===== src/divider_pkg.sv =====
// Shared widths, formats and step counts of the multi-format divider
package divider_pkg;

  // Operand and result widths
  localparam int DVD_W = 16;
  localparam int DVS_W = 12;
  localparam int QUO_W = 20;
  localparam int REM_W = 8;
  localparam int OP_W  = (DVD_W > DVS_W) ? DVD_W : DVS_W;
  localparam int XW0   = (QUO_W > REM_W) ? QUO_W : REM_W;
  localparam int XW    = (XW0 > OP_W) ? XW0 : OP_W;

  // Iteration counter
  localparam int              CNT_W = $clog2(OP_W + 1);
  localparam logic [CNT_W-1:0] STEPS = CNT_W'(OP_W);
  localparam logic [CNT_W-1:0] CNT_RST = '0;

  // Number formats
  typedef enum logic [1:0] {
    ones_complement_format = 2'h0,
    twos_complement_format = 2'h1,
    sign_magnitude_format  = 2'h2,
    unsigned_format        = 2'h3
  } operand_format_t;

  localparam operand_format_t DEFAULT_FMT = twos_complement_format;

endpackage : divider_pkg


===== src/div_engine_if.sv =====
// Handshake between the format control and the restoring engine
`timescale 1ns/1ps
interface div_engine_if;
  import divider_pkg::*;

  logic            go;
  logic [OP_W-1:0] dvd_mag;
  logic [OP_W-1:0] dvs_mag;
  logic            done;
  logic [OP_W-1:0] quo_mag;
  logic [OP_W-1:0] rem_mag;

  modport ctrl   (output go, dvd_mag, dvs_mag,
                  input  done, quo_mag, rem_mag);
  modport engine (input  go, dvd_mag, dvs_mag,
                  output done, quo_mag, rem_mag);
endinterface : div_engine_if


===== src/div_restoring_engine.sv =====
// Unsigned restoring divider, one step per clock
`timescale 1ns/1ps
module div_restoring_engine (
  input  wire logic   clk_sys_i,
  input  wire logic   rst_n_i,
  div_engine_if.engine eng
);
  import divider_pkg::*;

  typedef enum logic [1:0] {
    e_idle = 2'b01,
    e_run  = 2'b10
  } eng_state_t;

  typedef struct packed {
    eng_state_t        st;
    logic              done;
    logic [2*OP_W-1:0] r;
    logic [2*OP_W-1:0] d;
    logic [OP_W-1:0]   b;
    logic [CNT_W-1:0]  cnt;
  } eng_s_t;

  localparam eng_s_t ENG_RST = '{e_idle, 1'b0, '0, '0, '0, CNT_RST};

  eng_s_t s_r;
  eng_s_t s_nxt;
  logic [2*OP_W+1:0] trial;

  //////////////////////////////////////////////////////////////////////
  // Next state
  always_comb begin
    s_nxt = s_r;
    s_nxt.done = 1'b0;
    trial = {1'b0, s_r.r, 1'b0} - {2'b00, s_r.d}; // 2R - D
    unique case (s_r.st)
      e_idle: begin
        if (eng.go) begin
          s_nxt.r   = {{OP_W{1'b0}}, eng.dvd_mag};
          s_nxt.d   = {eng.dvs_mag, {OP_W{1'b0}}};
          s_nxt.b   = '0;
          s_nxt.cnt = CNT_RST;
          s_nxt.st  = e_run;
        end
      end
      e_run: begin
        // Unknown sign counts as negative
        if (trial[2*OP_W+1] !== 1'b0) begin
          s_nxt.r = {s_r.r[2*OP_W-2:0], 1'b0};
          s_nxt.b = {s_r.b[OP_W-2:0], 1'b0};
        end else begin
          s_nxt.r = trial[2*OP_W-1:0];
          s_nxt.b = {s_r.b[OP_W-2:0], 1'b1};
        end
        s_nxt.cnt = s_r.cnt + CNT_W'(1);
        if (s_nxt.cnt == STEPS) begin
          s_nxt.st   = e_idle;
          s_nxt.done = 1'b1;
        end
      end
      default: s_nxt = ENG_RST;
    endcase
  end

  // State register
  always_ff @(posedge clk_sys_i or negedge rst_n_i) begin
    if (!rst_n_i) begin
      s_r <= ENG_RST;
    end else begin
      s_r <= s_nxt;
    end
  end

  assign eng.done    = s_r.done;
  assign eng.quo_mag = s_r.b;
  assign eng.rem_mag = s_r.r[2*OP_W-1:OP_W];
endmodule : div_restoring_engine


===== src/multi_format_restoring_divider.sv =====
// Multi-format integer divider: format conversion and result fitting
// Function
// - Operands read and results written in the selected number format
// - Build-time parameter picks the format when no selection is given
// - Zero divisor raises divide-by-zero flag and an error pulse
// - Quotient sign found first, then operands turned into magnitudes
// - Restoring division on magnitudes, results converted back signed
// - Remainder sign follows the dividend sign, except that a zero remainder is never negative
// - Narrower operand sign-extended to the wider operand width
// - Quotient and remainder outputs have independent widths
// - Wider output gets the result sign-extended
// - Narrower output gets only the low bits of the result
// - Engine loads R with dividend, D shifted by n, clears B and count
// - Unknown operand sign bit taken as negative, then negated
// - Unknown partial remainder sign bit taken as negative
`timescale 1ns/1ps
module multi_format_restoring_divider #(
  parameter divider_pkg::operand_format_t default_operand_format =
    divider_pkg::DEFAULT_FMT
) (
  input  wire logic                          clk_sys_i,
  input  wire logic                          rstn_i,
  input  wire logic                          start_i,
  input  wire logic                          operand_format_select_en_i,
  input  wire divider_pkg::operand_format_t  operand_format_select_i,
  input  wire logic [divider_pkg::DVD_W-1:0] dividend_i,
  input  wire logic [divider_pkg::DVS_W-1:0] divisor_i,
  output logic      [divider_pkg::QUO_W-1:0] quotient_o,
  output logic      [divider_pkg::REM_W-1:0] remainder_o,
  output logic                               divide_by_zero_flag_o,
  output logic                               error_o,
  output logic                               done_o,
  output logic                               busy_o
);
  import divider_pkg::*;

  typedef enum logic [1:0] {
    st_idle = 2'b01,
    st_busy = 2'b10
  } ctrl_state_t;

  typedef struct packed {
    ctrl_state_t      st;
    logic             go;
    operand_format_t  fmt;
    logic             q_neg;
    logic             r_neg;
    logic [OP_W-1:0]  dvd_mag;
    logic [OP_W-1:0]  dvs_mag;
    logic [QUO_W-1:0] quo;
    logic [REM_W-1:0] rem;
    logic             dbz;
    logic             err;
    logic             done;
  } ctrl_s_t;

  localparam ctrl_s_t CTRL_RST = '{st_idle, 1'b0, DEFAULT_FMT, 1'b0,
    1'b0, '0, '0, '0, '0, 1'b0, 1'b0, 1'b0};

  //////////////////////////////////////////////////////////////////////
  // Format helpers

  // Sign test; unknown sign bit reads as negative
  function automatic logic is_neg(logic [OP_W-1:0] v,
                                  operand_format_t f);
    return (f != unsigned_format) && (v[OP_W-1] !== 1'b0);
  endfunction : is_neg

  // Extend a w-bit operand to the common width
  function automatic logic [OP_W-1:0] ext_op(logic [OP_W-1:0] v, int w,
                                             operand_format_t f);
    logic            s;
    logic [OP_W-1:0] r;
    s = v[w-1];
    r = v;
    for (int i = 0; i < OP_W; i++) begin
      if (i >= w) begin
        r[i] = s & (f == ones_complement_format ||
                    f == twos_complement_format);
      end
    end
    if (f == sign_magnitude_format) begin
      r[w-1]    = 1'b0;
      r[OP_W-1] = s;
    end
    return r;
  endfunction : ext_op

  // Operand to unsigned magnitude
  function automatic logic [OP_W-1:0] to_mag(logic [OP_W-1:0] v,
                                             operand_format_t f);
    logic n;
    n = is_neg(v, f);
    unique case (f)
      twos_complement_format: return n ? (~v) + OP_W'(1) : v;
      ones_complement_format: return n ? ~v : v;
      sign_magnitude_format:  return {1'b0, v[OP_W-2:0]};
      unsigned_format:        return v;
    endcase
  endfunction : to_mag

  // Magnitude and sign back to the format; zero is never negative
  function automatic logic [OP_W-1:0] to_fmt(logic [OP_W-1:0] m,
                                             logic n,
                                             operand_format_t f);
    logic neg;
    neg = n && (m != '0);
    unique case (f)
      twos_complement_format: return neg ? (~m) + OP_W'(1) : m;
      ones_complement_format: return neg ? ~m : m;
      sign_magnitude_format:  return {neg, m[OP_W-2:0]};
      unsigned_format:        return m;
    endcase
  endfunction : to_fmt

  // Fit a result into an output of width w
  function automatic logic [XW-1:0] fit_out(logic [OP_W-1:0] v,
                                            operand_format_t f, int w);
    logic [XW-1:0] r;
    r = XW'(v);
    if (w > OP_W) begin
      for (int i = OP_W; i < XW; i++) begin
        r[i] = v[OP_W-1] & (f == ones_complement_format ||
                            f == twos_complement_format);
      end
      if (f == sign_magnitude_format) begin
        r[OP_W-1] = 1'b0;
        r[w-1]    = v[OP_W-1];
      end
    end
    return r;
  endfunction : fit_out

  //////////////////////////////////////////////////////////////////////
  // Reset release through two flops
  logic rst_meta_r;
  logic rst_n_r;

  always_ff @(posedge clk_sys_i or negedge rstn_i) begin
    if (!rstn_i) begin
      rst_meta_r <= 1'b0;
      rst_n_r    <= 1'b0;
    end else begin
      rst_meta_r <= 1'b1;
      rst_n_r    <= rst_meta_r;
    end
  end

  //////////////////////////////////////////////////////////////////////
  // Request decode
  ctrl_s_t         s_r;
  ctrl_s_t         s_nxt;
  operand_format_t fmt_w;
  logic [OP_W-1:0] dvd_w;
  logic [OP_W-1:0] dvs_w;
  logic            dvs_zero_w;
  logic [OP_W-1:0] quo_full_w;
  logic [OP_W-1:0] rem_full_w;
  logic [REM_W-1:0] rem_low_w;

  // Engine carrier, declared ahead of its first use
  div_engine_if eng ();

  assign fmt_w = operand_format_select_en_i ? operand_format_select_i
                                            : default_operand_format;
  assign dvd_w = ext_op(OP_W'(dividend_i), DVD_W, fmt_w);
  assign dvs_w = ext_op(OP_W'(divisor_i), DVS_W, fmt_w);
  assign dvs_zero_w = (to_mag(dvs_w, fmt_w) == '0);
  assign quo_full_w = to_fmt(eng.quo_mag, s_r.q_neg, s_r.fmt);
  assign rem_full_w = to_fmt(eng.rem_mag, s_r.r_neg, s_r.fmt);
  assign rem_low_w  = rem_full_w[REM_W-1:0];

  div_restoring_engine u_engine (
    .clk_sys_i (clk_sys_i),
    .rst_n_i   (rst_n_r),
    .eng       (eng.engine)
  );

  assign eng.go      = s_r.go;
  assign eng.dvd_mag = s_r.dvd_mag;
  assign eng.dvs_mag = s_r.dvs_mag;

  //////////////////////////////////////////////////////////////////////
  // Control next state
  always_comb begin
    s_nxt = s_r;
    s_nxt.go   = 1'b0;
    s_nxt.err  = 1'b0;
    s_nxt.done = 1'b0;
    unique case (s_r.st)
      st_idle: begin
        if (start_i) begin
          s_nxt.fmt     = fmt_w;
          s_nxt.q_neg   = is_neg(dvd_w, fmt_w) ^ is_neg(dvs_w, fmt_w);
          s_nxt.r_neg   = is_neg(dvd_w, fmt_w);
          s_nxt.dvd_mag = to_mag(dvd_w, fmt_w);
          s_nxt.dvs_mag = to_mag(dvs_w, fmt_w);
          if (dvs_zero_w) begin
            s_nxt.dbz  = 1'b1;
            s_nxt.err  = 1'b1;
            s_nxt.quo  = '0;
            s_nxt.rem  = '0;
            s_nxt.done = 1'b1;
          end else begin
            s_nxt.dbz = 1'b0;
            s_nxt.go  = 1'b1;
            s_nxt.st  = st_busy;
          end
        end
      end
      st_busy: begin
        if (eng.done) begin
          s_nxt.quo  = QUO_W'(fit_out(quo_full_w, s_r.fmt, QUO_W));
          s_nxt.rem  = REM_W'(fit_out(rem_full_w, s_r.fmt, REM_W));
          s_nxt.done = 1'b1;
          s_nxt.st   = st_idle;
        end
      end
      default: s_nxt = CTRL_RST;
    endcase
  end

  // Control register
  always_ff @(posedge clk_sys_i or negedge rst_n_r) begin
    if (!rst_n_r) begin
      s_r <= CTRL_RST;
    end else begin
      s_r <= s_nxt;
    end
  end

  assign quotient_o            = s_r.quo;
  assign remainder_o           = s_r.rem;
  assign divide_by_zero_flag_o = s_r.dbz;
  assign error_o               = s_r.err;
  assign done_o                = s_r.done;
  assign busy_o                = s_r.st[1];
endmodule : multi_format_restoring_divider


===== config.mk =====
export PLATFORM = sky130hd
export DESIGN_NAME = multi_format_restoring_divider
export DESIGN_NICKNAME = d
export VERILOG_FILES = /design/src/divider_pkg.sv /design/src/div_engine_if.sv /design/src/div_restoring_engine.sv /design/src/multi_format_restoring_divider.sv
export SDC_FILE = /design/constraint.sdc
export NUM_CORES = 1
export LEC_CHECK = 0
export ABC_AREA = 1
export BUFFER_PORTS_ARGS = -buffer_cell sky130_fd_sc_hd__buf_2
export CAP_MARGIN = 25
export CORE_AREA = 2 2 164 134
export DETAILED_ROUTE_END_ITERATION = 16
export DIE_AREA = 0 0 166 136
export PLACE_DENSITY = 0.67
export SLEW_MARGIN = 0
export SYNTH_ARGS = -nofsm -noshare
export SYNTH_HDL_FRONTEND = slang
export SYNTH_HIERARCHICAL = 1
export SYNTH_SLANG_ARGS = --single-unit

===== constraint.sdc =====
create_clock -name clk_sys_i -period 6.05 [get_ports clk_sys_i]
set_input_delay 0.605 -clock clk_sys_i [delete_from_list [all_inputs] [get_ports clk_sys_i]]
set_output_delay 0.605 -clock clk_sys_i [all_outputs]
set_load 0.05 [all_outputs]

==> flow_metrics.tcl, run 1 <==
set metrics [dict create \
    synthDistinctLibCells 47 \
    antenna_left 0 \
    place_ws_ps 2992 \
    report.final.setup_viol 0 \
    worstHoldEndpoint "rst_n_r" \
    path_buf_inv 4 \
    routed_via_density 5.229 \
    crit_path_start_kind "flop" \
    crit_required_ps 6320 \
    synth.most_common_cell "nand2_1" \
    crit_top_cell "nor2_4" \
    drive_gt1_frac 0.1083 \
    die_area_sq_um 22580 \
    syn_inst 1376 \
    place.gp.congestion 0.9298 \
    finalSetupTns_ps 0 \
    yosys.area_share.adder 0.03579 \
    synth_nets 1437 \
    post-route-min-period_ps 2899 \
    syn_area_sq_um 9649 \
    tightest_slew_ps 852.9 \
    timing.fmax_mhz 345.0 \
    hp-start "rst_meta_r" \
    cts_sinks 142 \
    diodes 0 \
    grtUsageTotal 0.2191 \
    fin_worst_skew_ps 10.59 \
    io_pins 66 \
    synth-edff-count 0 \
    ys_ff_latch 142 \
    min_period_over_period 0.4791 \
    area_growth_pct 7.119 \
    initial_core_util 0.4577 \
    cts_tree "built" \
    min_delay_path_depth 0 \
    ys_seq_area_frac 0.3686 \
    synth_top_area_frac 0.3605 \
    rows 48 \
    muxShareOfSynthArea 0 \
    coreArea_sq_um 21080 \
    ctsRootBufferMaster "clkbuf_16" \
    worst-path-max-fanout 36 \
    yosys-top-cells-area "dfrtp_1 36%, nand2_1 14%, nand3_1 8.0%, inv_1 7.1%, o21ai_0 5.0%" \
    finalHoldViolCount 0 \
    finalWirelength_mm 23.69 \
    die_x_um 166 \
    rsz0062_at_grt "no" \
    grt_max_degree 77 \
    synth-main-ff-cell "dfrtp_1" \
    drcViolationCount 0 \
    clock_latency_ps 430 \
    io_buffers 65 \
    final_max_slew_viol_count 0 \
    synth_compound_area_frac 0.1162 \
    globalRouteOverflowTotal 0 \
    status "finished clean" \
    critical_path.slowest_cell "nor2_4" \
    ir_drop_mv 0.5263 \
    crit_arrival_ps 3170 \
    antenna_found_initial 0 \
    power_leakage_nw 5.436 \
    worstSetupEndpointType "flop" \
    wl_per_cell_um 14.35 \
    vias 8633 \
    fill_cells 2102 \
    rrSetupSlack_ps 3150 \
    syn_area_per_cell_sq_um 7.013 \
    fin_nets 1424 \
    async_flop_share 1.000 \
    crit_chain "ha_1, buf_4, inv_1, nor2_4, nor2_4, inv_2, nor2_2, buf_16, nand3_1, o21ai_0" \
    dp_hpwl_mm 17.55 \
    finalWorstSetupSlack_ps 3151 \
    critPathMaxStageDelay_ps 660 \
    cts_max_path_buffers 2 \
    fp.dieH_um 136 \
    worst_hold_path_type "reg2reg" \
    first_pass_iters 5 \
    path_class "reg2reg" \
    synthSimpleGateAreaFrac 0.3212 \
    r2r-end "u_engine/eng.rem_mag[5]" \
    synth_largest_area_cell "dfrtp_1" \
    ys_warn_count 6 \
    clk_pin_slew_worst_paths_ps 60 \
    drt_iter0_markers 644 \
    critPathTopFamily "simple AND/OR/NAND/NOR gates" \
    grt_pass1_vias 7923 \
    max_cap_violations 0 \
    worstReg2RegStart "u_engine/s_r[86]" \
    grt_pass1_wl_mm 40.21 \
    slew_headroom 0.4301 \
    post-cts-setup-buffers 0 \
    r2r_cells 10 \
    synth_xor_area_frac 0.01271 \
    cts_inserted_buffers 17 \
    synth_commonest_cells "351 x nand2_1, 183 x inv_1, 154 x nand3_1" \
    p_per_area_nw_per_um2 591.1 \
    synth_top_family_by_area "simple AND/OR/NAND/NOR gates" \
    htreeDepth 4 \
]
sequential cells by signal (all words and copies together), names as in the netlist, 5 cells and up:
name	count
eng.dvd_mag	16
eng.dvs_mag	16
quotient_o	18
remainder_o	8
s_r	5
u_engine/eng.quo_mag	16
u_engine/eng.rem_mag	16
u_engine/s_r	39
layout make-up:
cell class | instances | area, sq um | share of cell area
clock buffer | 17 | 425.4 | 0.04116
clock inverter | 15 | 150.1 | 0.01453
inverter | 189 | 709.4 | 0.06864
multi-input combinational | 937 | 4692 | 0.4539
sequential | 142 | 3561 | 0.3445
tap | 275 | 344.1 | 0.03329
timing repair buffer | 76 | 454.2 | 0.04394
cell families (layout without fill, tap and decap cells):
kind of cell | count (synthesis) | count (layout)
buffers and inverters | 297 | 297
xor gates and xnor gates | 14 | 14
other | 1 | 1
DFF | 142 | 142
and+or+nand+nor | 696 | 696
AOI/OAI and AO/OA | 199 | 199
adders and majority gates | 27 | 27
worst register-to-register path, cell delays in order, from the launching register on:
cell and delay (ps):
dfstp_2 560, ha_1 140, buf_4 300, inv_1 130, nor2_4 660, nor2_4 90, inv_2 280, nor2_2 190
buf_16 200, nand3_1 90, o21ai_0 90
worst max path at each step:
stage,from,end,slack (ps),depth (start not counted)
after floorplan,rst_n_r,busy_o,1810,0
after global placement,operand_format_select_en_i,remainder_o[4],3090,14
after detailed placement,operand_format_select_en_i,quotient_o[0],2990,14
after CTS,u_engine/s_r[86],u_engine/eng.rem_mag[5],3170,10
after global routing,u_engine/s_r[86],u_engine/eng.rem_mag[13],2940,12
final,u_engine/s_r[86],u_engine/eng.rem_mag[5],3150,10
through the flow:
step	cell area [sq um]	std cells	util	power (W)	hold slack, ps
after floorplan	9649	1376	-	0.004425	309.4
final	10340	1651	0.4903	0.006110	352.9
after global placement	9684	1615	0.4594	0.004978	332.8
after global routing	10340	1651	0.4903	0.006651	356.9
after CTS	10310	1650	0.4890	0.006083	359.7
after detailed placement	9723	1617	0.4612	0.005029	337.9
power by group:
group,total [W],internal (W),switching (W)
combinational,0.00380,0.00118,0.00261
sequential,0.00128,0.00112,0.000163
clock,0.00103,0.000581,0.000452
total,0.00611,0.00288,0.00323
per-layer routing:
metal,track usage,vias up,routed length [um]
met3,0.03843,25,1510
met1,0.3310,3940,12040
met5,0,-,0
li1,-,4378,-
met4,0.06425,0,312
met2,0.3200,290,9826
cells in the final DEF, fill, tap and decap left out, drive strengths merged, types with 2 or more instances in the layout:
master,Yosys,layout
o21ai,99,99
nand3,160,160
a32o,2,2
and2,2,2
a31oi,3,3
dfrtp,139,139
nor4,3,3
xnor2,5,5
buf,77,75
nand2,360,360
nor3,12,12
o21a,2,2
nor2,117,117
nand4,30,30
a22o,10,10
clkinv,1,5
xor2,9,9
dfstp,3,3
o221ai,2,2
o211ai,9,9
ha,26,26
nand3b,7,7
inv,188,197
or2,4,4
o22ai,16,16
clkbuf,31,17
a21oi,55,55
what timing repair did:
action                    in CTS  in global routing
hold buffers                   1                  0
hold endpoints to repair       2                  0
resized for setup              0                  0
Power figures use the tool's default switching activity.
==> run 2: changes to the inputs <==
--- a/config.mk
+++ b/config.mk
@@ -11,7 +11,7 @@
 export CORE_AREA = 2 2 164 134
 export DETAILED_ROUTE_END_ITERATION = 16
 export DIE_AREA = 0 0 166 136
-export PLACE_DENSITY = 0.67
+export PLACE_DENSITY = 0.69
 export SLEW_MARGIN = 0
 export SYNTH_ARGS = -nofsm -noshare
 export SYNTH_HDL_FRONTEND = slang
==> constraint.sdc (replaced) <==
create_clock -name clk_sys_i -period 2.35 [get_ports clk_sys_i]
set_input_delay 0.235 -clock clk_sys_i [delete_from_list [all_inputs] [get_ports clk_sys_i]]
set_output_delay 0.235 -clock clk_sys_i [all_outputs]
set_load 0.05 [all_outputs]
==> run 2 against run 1 <==
First-iteration DRC count increased by 20%; maximum frequency rose by 35%; global-route usage up 0.072 points; via count up 1.7%; cell count rose by 1.6%; clock power increased by 140%; register-to-register slack worse by 3000 ps; power grew to 2.6 times the previous value; non-clock buffer count grew 26; sequential share of layout area decreased by 0.50 points; utilization is 0.72 points higher; hold slack got worse by 240 ps; critical path type unchanged; largest power group unchanged; highest routed layer unchanged.
==> flow_metrics.tcl, run 2 (synthesis results as in run 1) <==
set metrics [dict create \
    min_period_over_period 0.9163 \
    crit_chain "inv_1, ha_1, nand2_1, nor2_1, inv_1, nor2_2, a21oi_1, buf_4, nand2_1, o211ai_1, a21oi_1, nand2_1, nand2_1" \
    place_ws_ps -6.614 \
    whs_ps 108.7 \
    initial_core_util 0.4577 \
    timing.fmax_mhz 464.4 \
    io_pins 66 \
    rrSetupSlack_ps 200 \
    grt_max_degree 49 \
    vias 8783 \
    finalWirelength_mm 24.07 \
    ctsRootBufferMaster "clkbuf_16" \
    worstSetupEndpointType "flop" \
    crit_top_cell "nand2_1" \
    drcViolationCount 0 \
    largest_reg_flops 39 \
    die_x_um 166 \
    coreArea_sq_um 21080 \
    grt_pass1_vias 8027 \
    r2r_cells 13 \
    slew_headroom 0.5011 \
    report.final.setup_viol 0 \
    grt_pass1_wl_mm 40.60 \
    clock_latency_ps 430 \
    grt_busiest_layer "met1" \
    placed_area_sq_um 9927 \
    cts_inserted_buffers 17 \
    final_common_cell "nand2_1" \
    die_area_sq_um 22580 \
    antenna_left 0 \
    power_leakage_nw 5.528 \
    rsz0062_at_grt "no" \
    final_area_sq_um 10490 \
    final_cells 1677 \
    r2r-end "quotient_o[2]" \
    grtUsageTotal 0.2198 \
    area_growth_pct 8.688 \
    drt_iter0_markers 772 \
    routed_via_density 5.237 \
    dp_hpwl_mm 17.70 \
    antenna_found_initial 0 \
    final_util 0.4975 \
    finalHoldViolCount 0 \
    globalRouteOverflowTotal 0 \
    post-route-min-period_ps 2153 \
    fin_worst_skew_ps 14.24 \
    final_cell_mix "350 x nand2_1, 183 x inv_1, 154 x nand3_1" \
    path_class "reg2reg" \
    worst-path-max-fanout 17 \
    place.gp.congestion 0.9021 \
    worst_hold_path_type "in2async" \
    io_buffers 65 \
    crit_required_ps 2720 \
    grt_use_met2 0.3216 \
    cts_sinks 142 \
    htreeDepth 4 \
    max_cap_violations 0 \
    final_max_slew_viol_count 0 \
    crit_path_start_kind "flop" \
    use_met1 0.3313 \
    cts_tree "built" \
    top_register "u_engine/s_r" \
    critPathMaxStageDelay_ps 370 \
    finalWorstSetupSlack_ps 196.7 \
    fin_nets 1450 \
    p_per_area_nw_per_um2 1519 \
    first_pass_iters 7 \
    tightest_slew_ps 747.5 \
    fp.dieH_um 136 \
    critical_path.slowest_cell "dfrtp_1" \
    worstReg2RegStart "u_engine/eng.quo_mag[0]" \
    rows 48 \
    status "finished clean" \
    drive_gt1_frac 0.1262 \
    met3_usage 0.04833 \
    diodes 0 \
    clk_pin_slew_worst_paths_ps 60 \
    ir_drop_mv 1.150 \
    placed_cells 1644 \
    cts_max_path_buffers 2 \
    crit_arrival_ps 2520 \
    wl_per_cell_um 14.36 \
]
[run 2: cell types whose count changed in the layout (fill, tap and decap cells not counted), moves of 2 or more]
cell,delta
buf_16,-2
buf_4,+27
inv_8,-4
clkinvlp_4,+3
buf_12,+2
[run 2: layout make-up]
| cell class | instances | area [sq um] |
|---|---|---|
| Clock buffer | 18 | 439.2 |
| Clock inverter | 14 | 106.4 |
| Fill cell | 2074 | 10590 |
| Inverter | 189 | 709.4 |
| Multi-Input combinational cell | 937 | 4697 |
| Sequential cell | 142 | 3561 |
| Tap cell | 275 | 344.1 |
| Timing Repair Buffer | 102 | 630.6 |
[run 2: how the worst max path moves through the flow]
stage,from,to,slack [ps]
after global routing,u_engine/eng.quo_mag[1],quotient_o[13],20
after CTS,u_engine/eng.quo_mag[0],quotient_o[6],100
after global placement,divisor_i[1],quotient_o[18],1
after floorplan,busy_o,quotient_o[4],270
after detailed placement,divisor_i[1],remainder_o[7],-7
final,u_engine/eng.quo_mag[0],quotient_o[2],200
[run 2: routing by layer]
metal | share of wire | up-vias
met5 | 0 | -
met4 | 0.0085 | 0
met3 | 0.071 | 11
met2 | 0.41 | 295
met1 | 0.51 | 4046
li1 | - | 4431
[run 2: where the power goes]
| group | total, W | switching, W | internal (W) | leakage [nW] |
|---|---|---|---|---|
| sequential | 0.00322 | 0.000344 | 0.00288 | 1.95 |
| combinational | 0.0102 | 0.00687 | 0.00332 | 3.32 |
| clock | 0.00252 | 0.00113 | 0.00139 | 0.260 |
| total | 0.0159 | 0.00835 | 0.00759 | 5.53 |
[run 2: per-stage QoR]
stage,TNS [ps],total power (W)
final,0,0.01593
after global routing,0,0.01740
after CTS,0,0.01592
after detailed placement,-6.614,0.01332
after global placement,0,0.01324
after floorplan,0,0.01139
[run 2: repair_timing]
action	in CTS	in global routing
hold endpoints to repair	2	0
setup buffers	0	0
setup endpoints to repair	0	16
gates resized for setup	0	2
hold buffers	1	0
[run 2: critical path, delay by kind of cell, from the launching register on]
| kind | cells | cell delay (ps) |
|---|---|---|
| compound gates | 3 | 460 |
| flops | 1 | 370 |
| simple gates | 6 | 640 |
| fa+ha+maj | 1 | 190 |
| buf+inv | 3 | 420 |
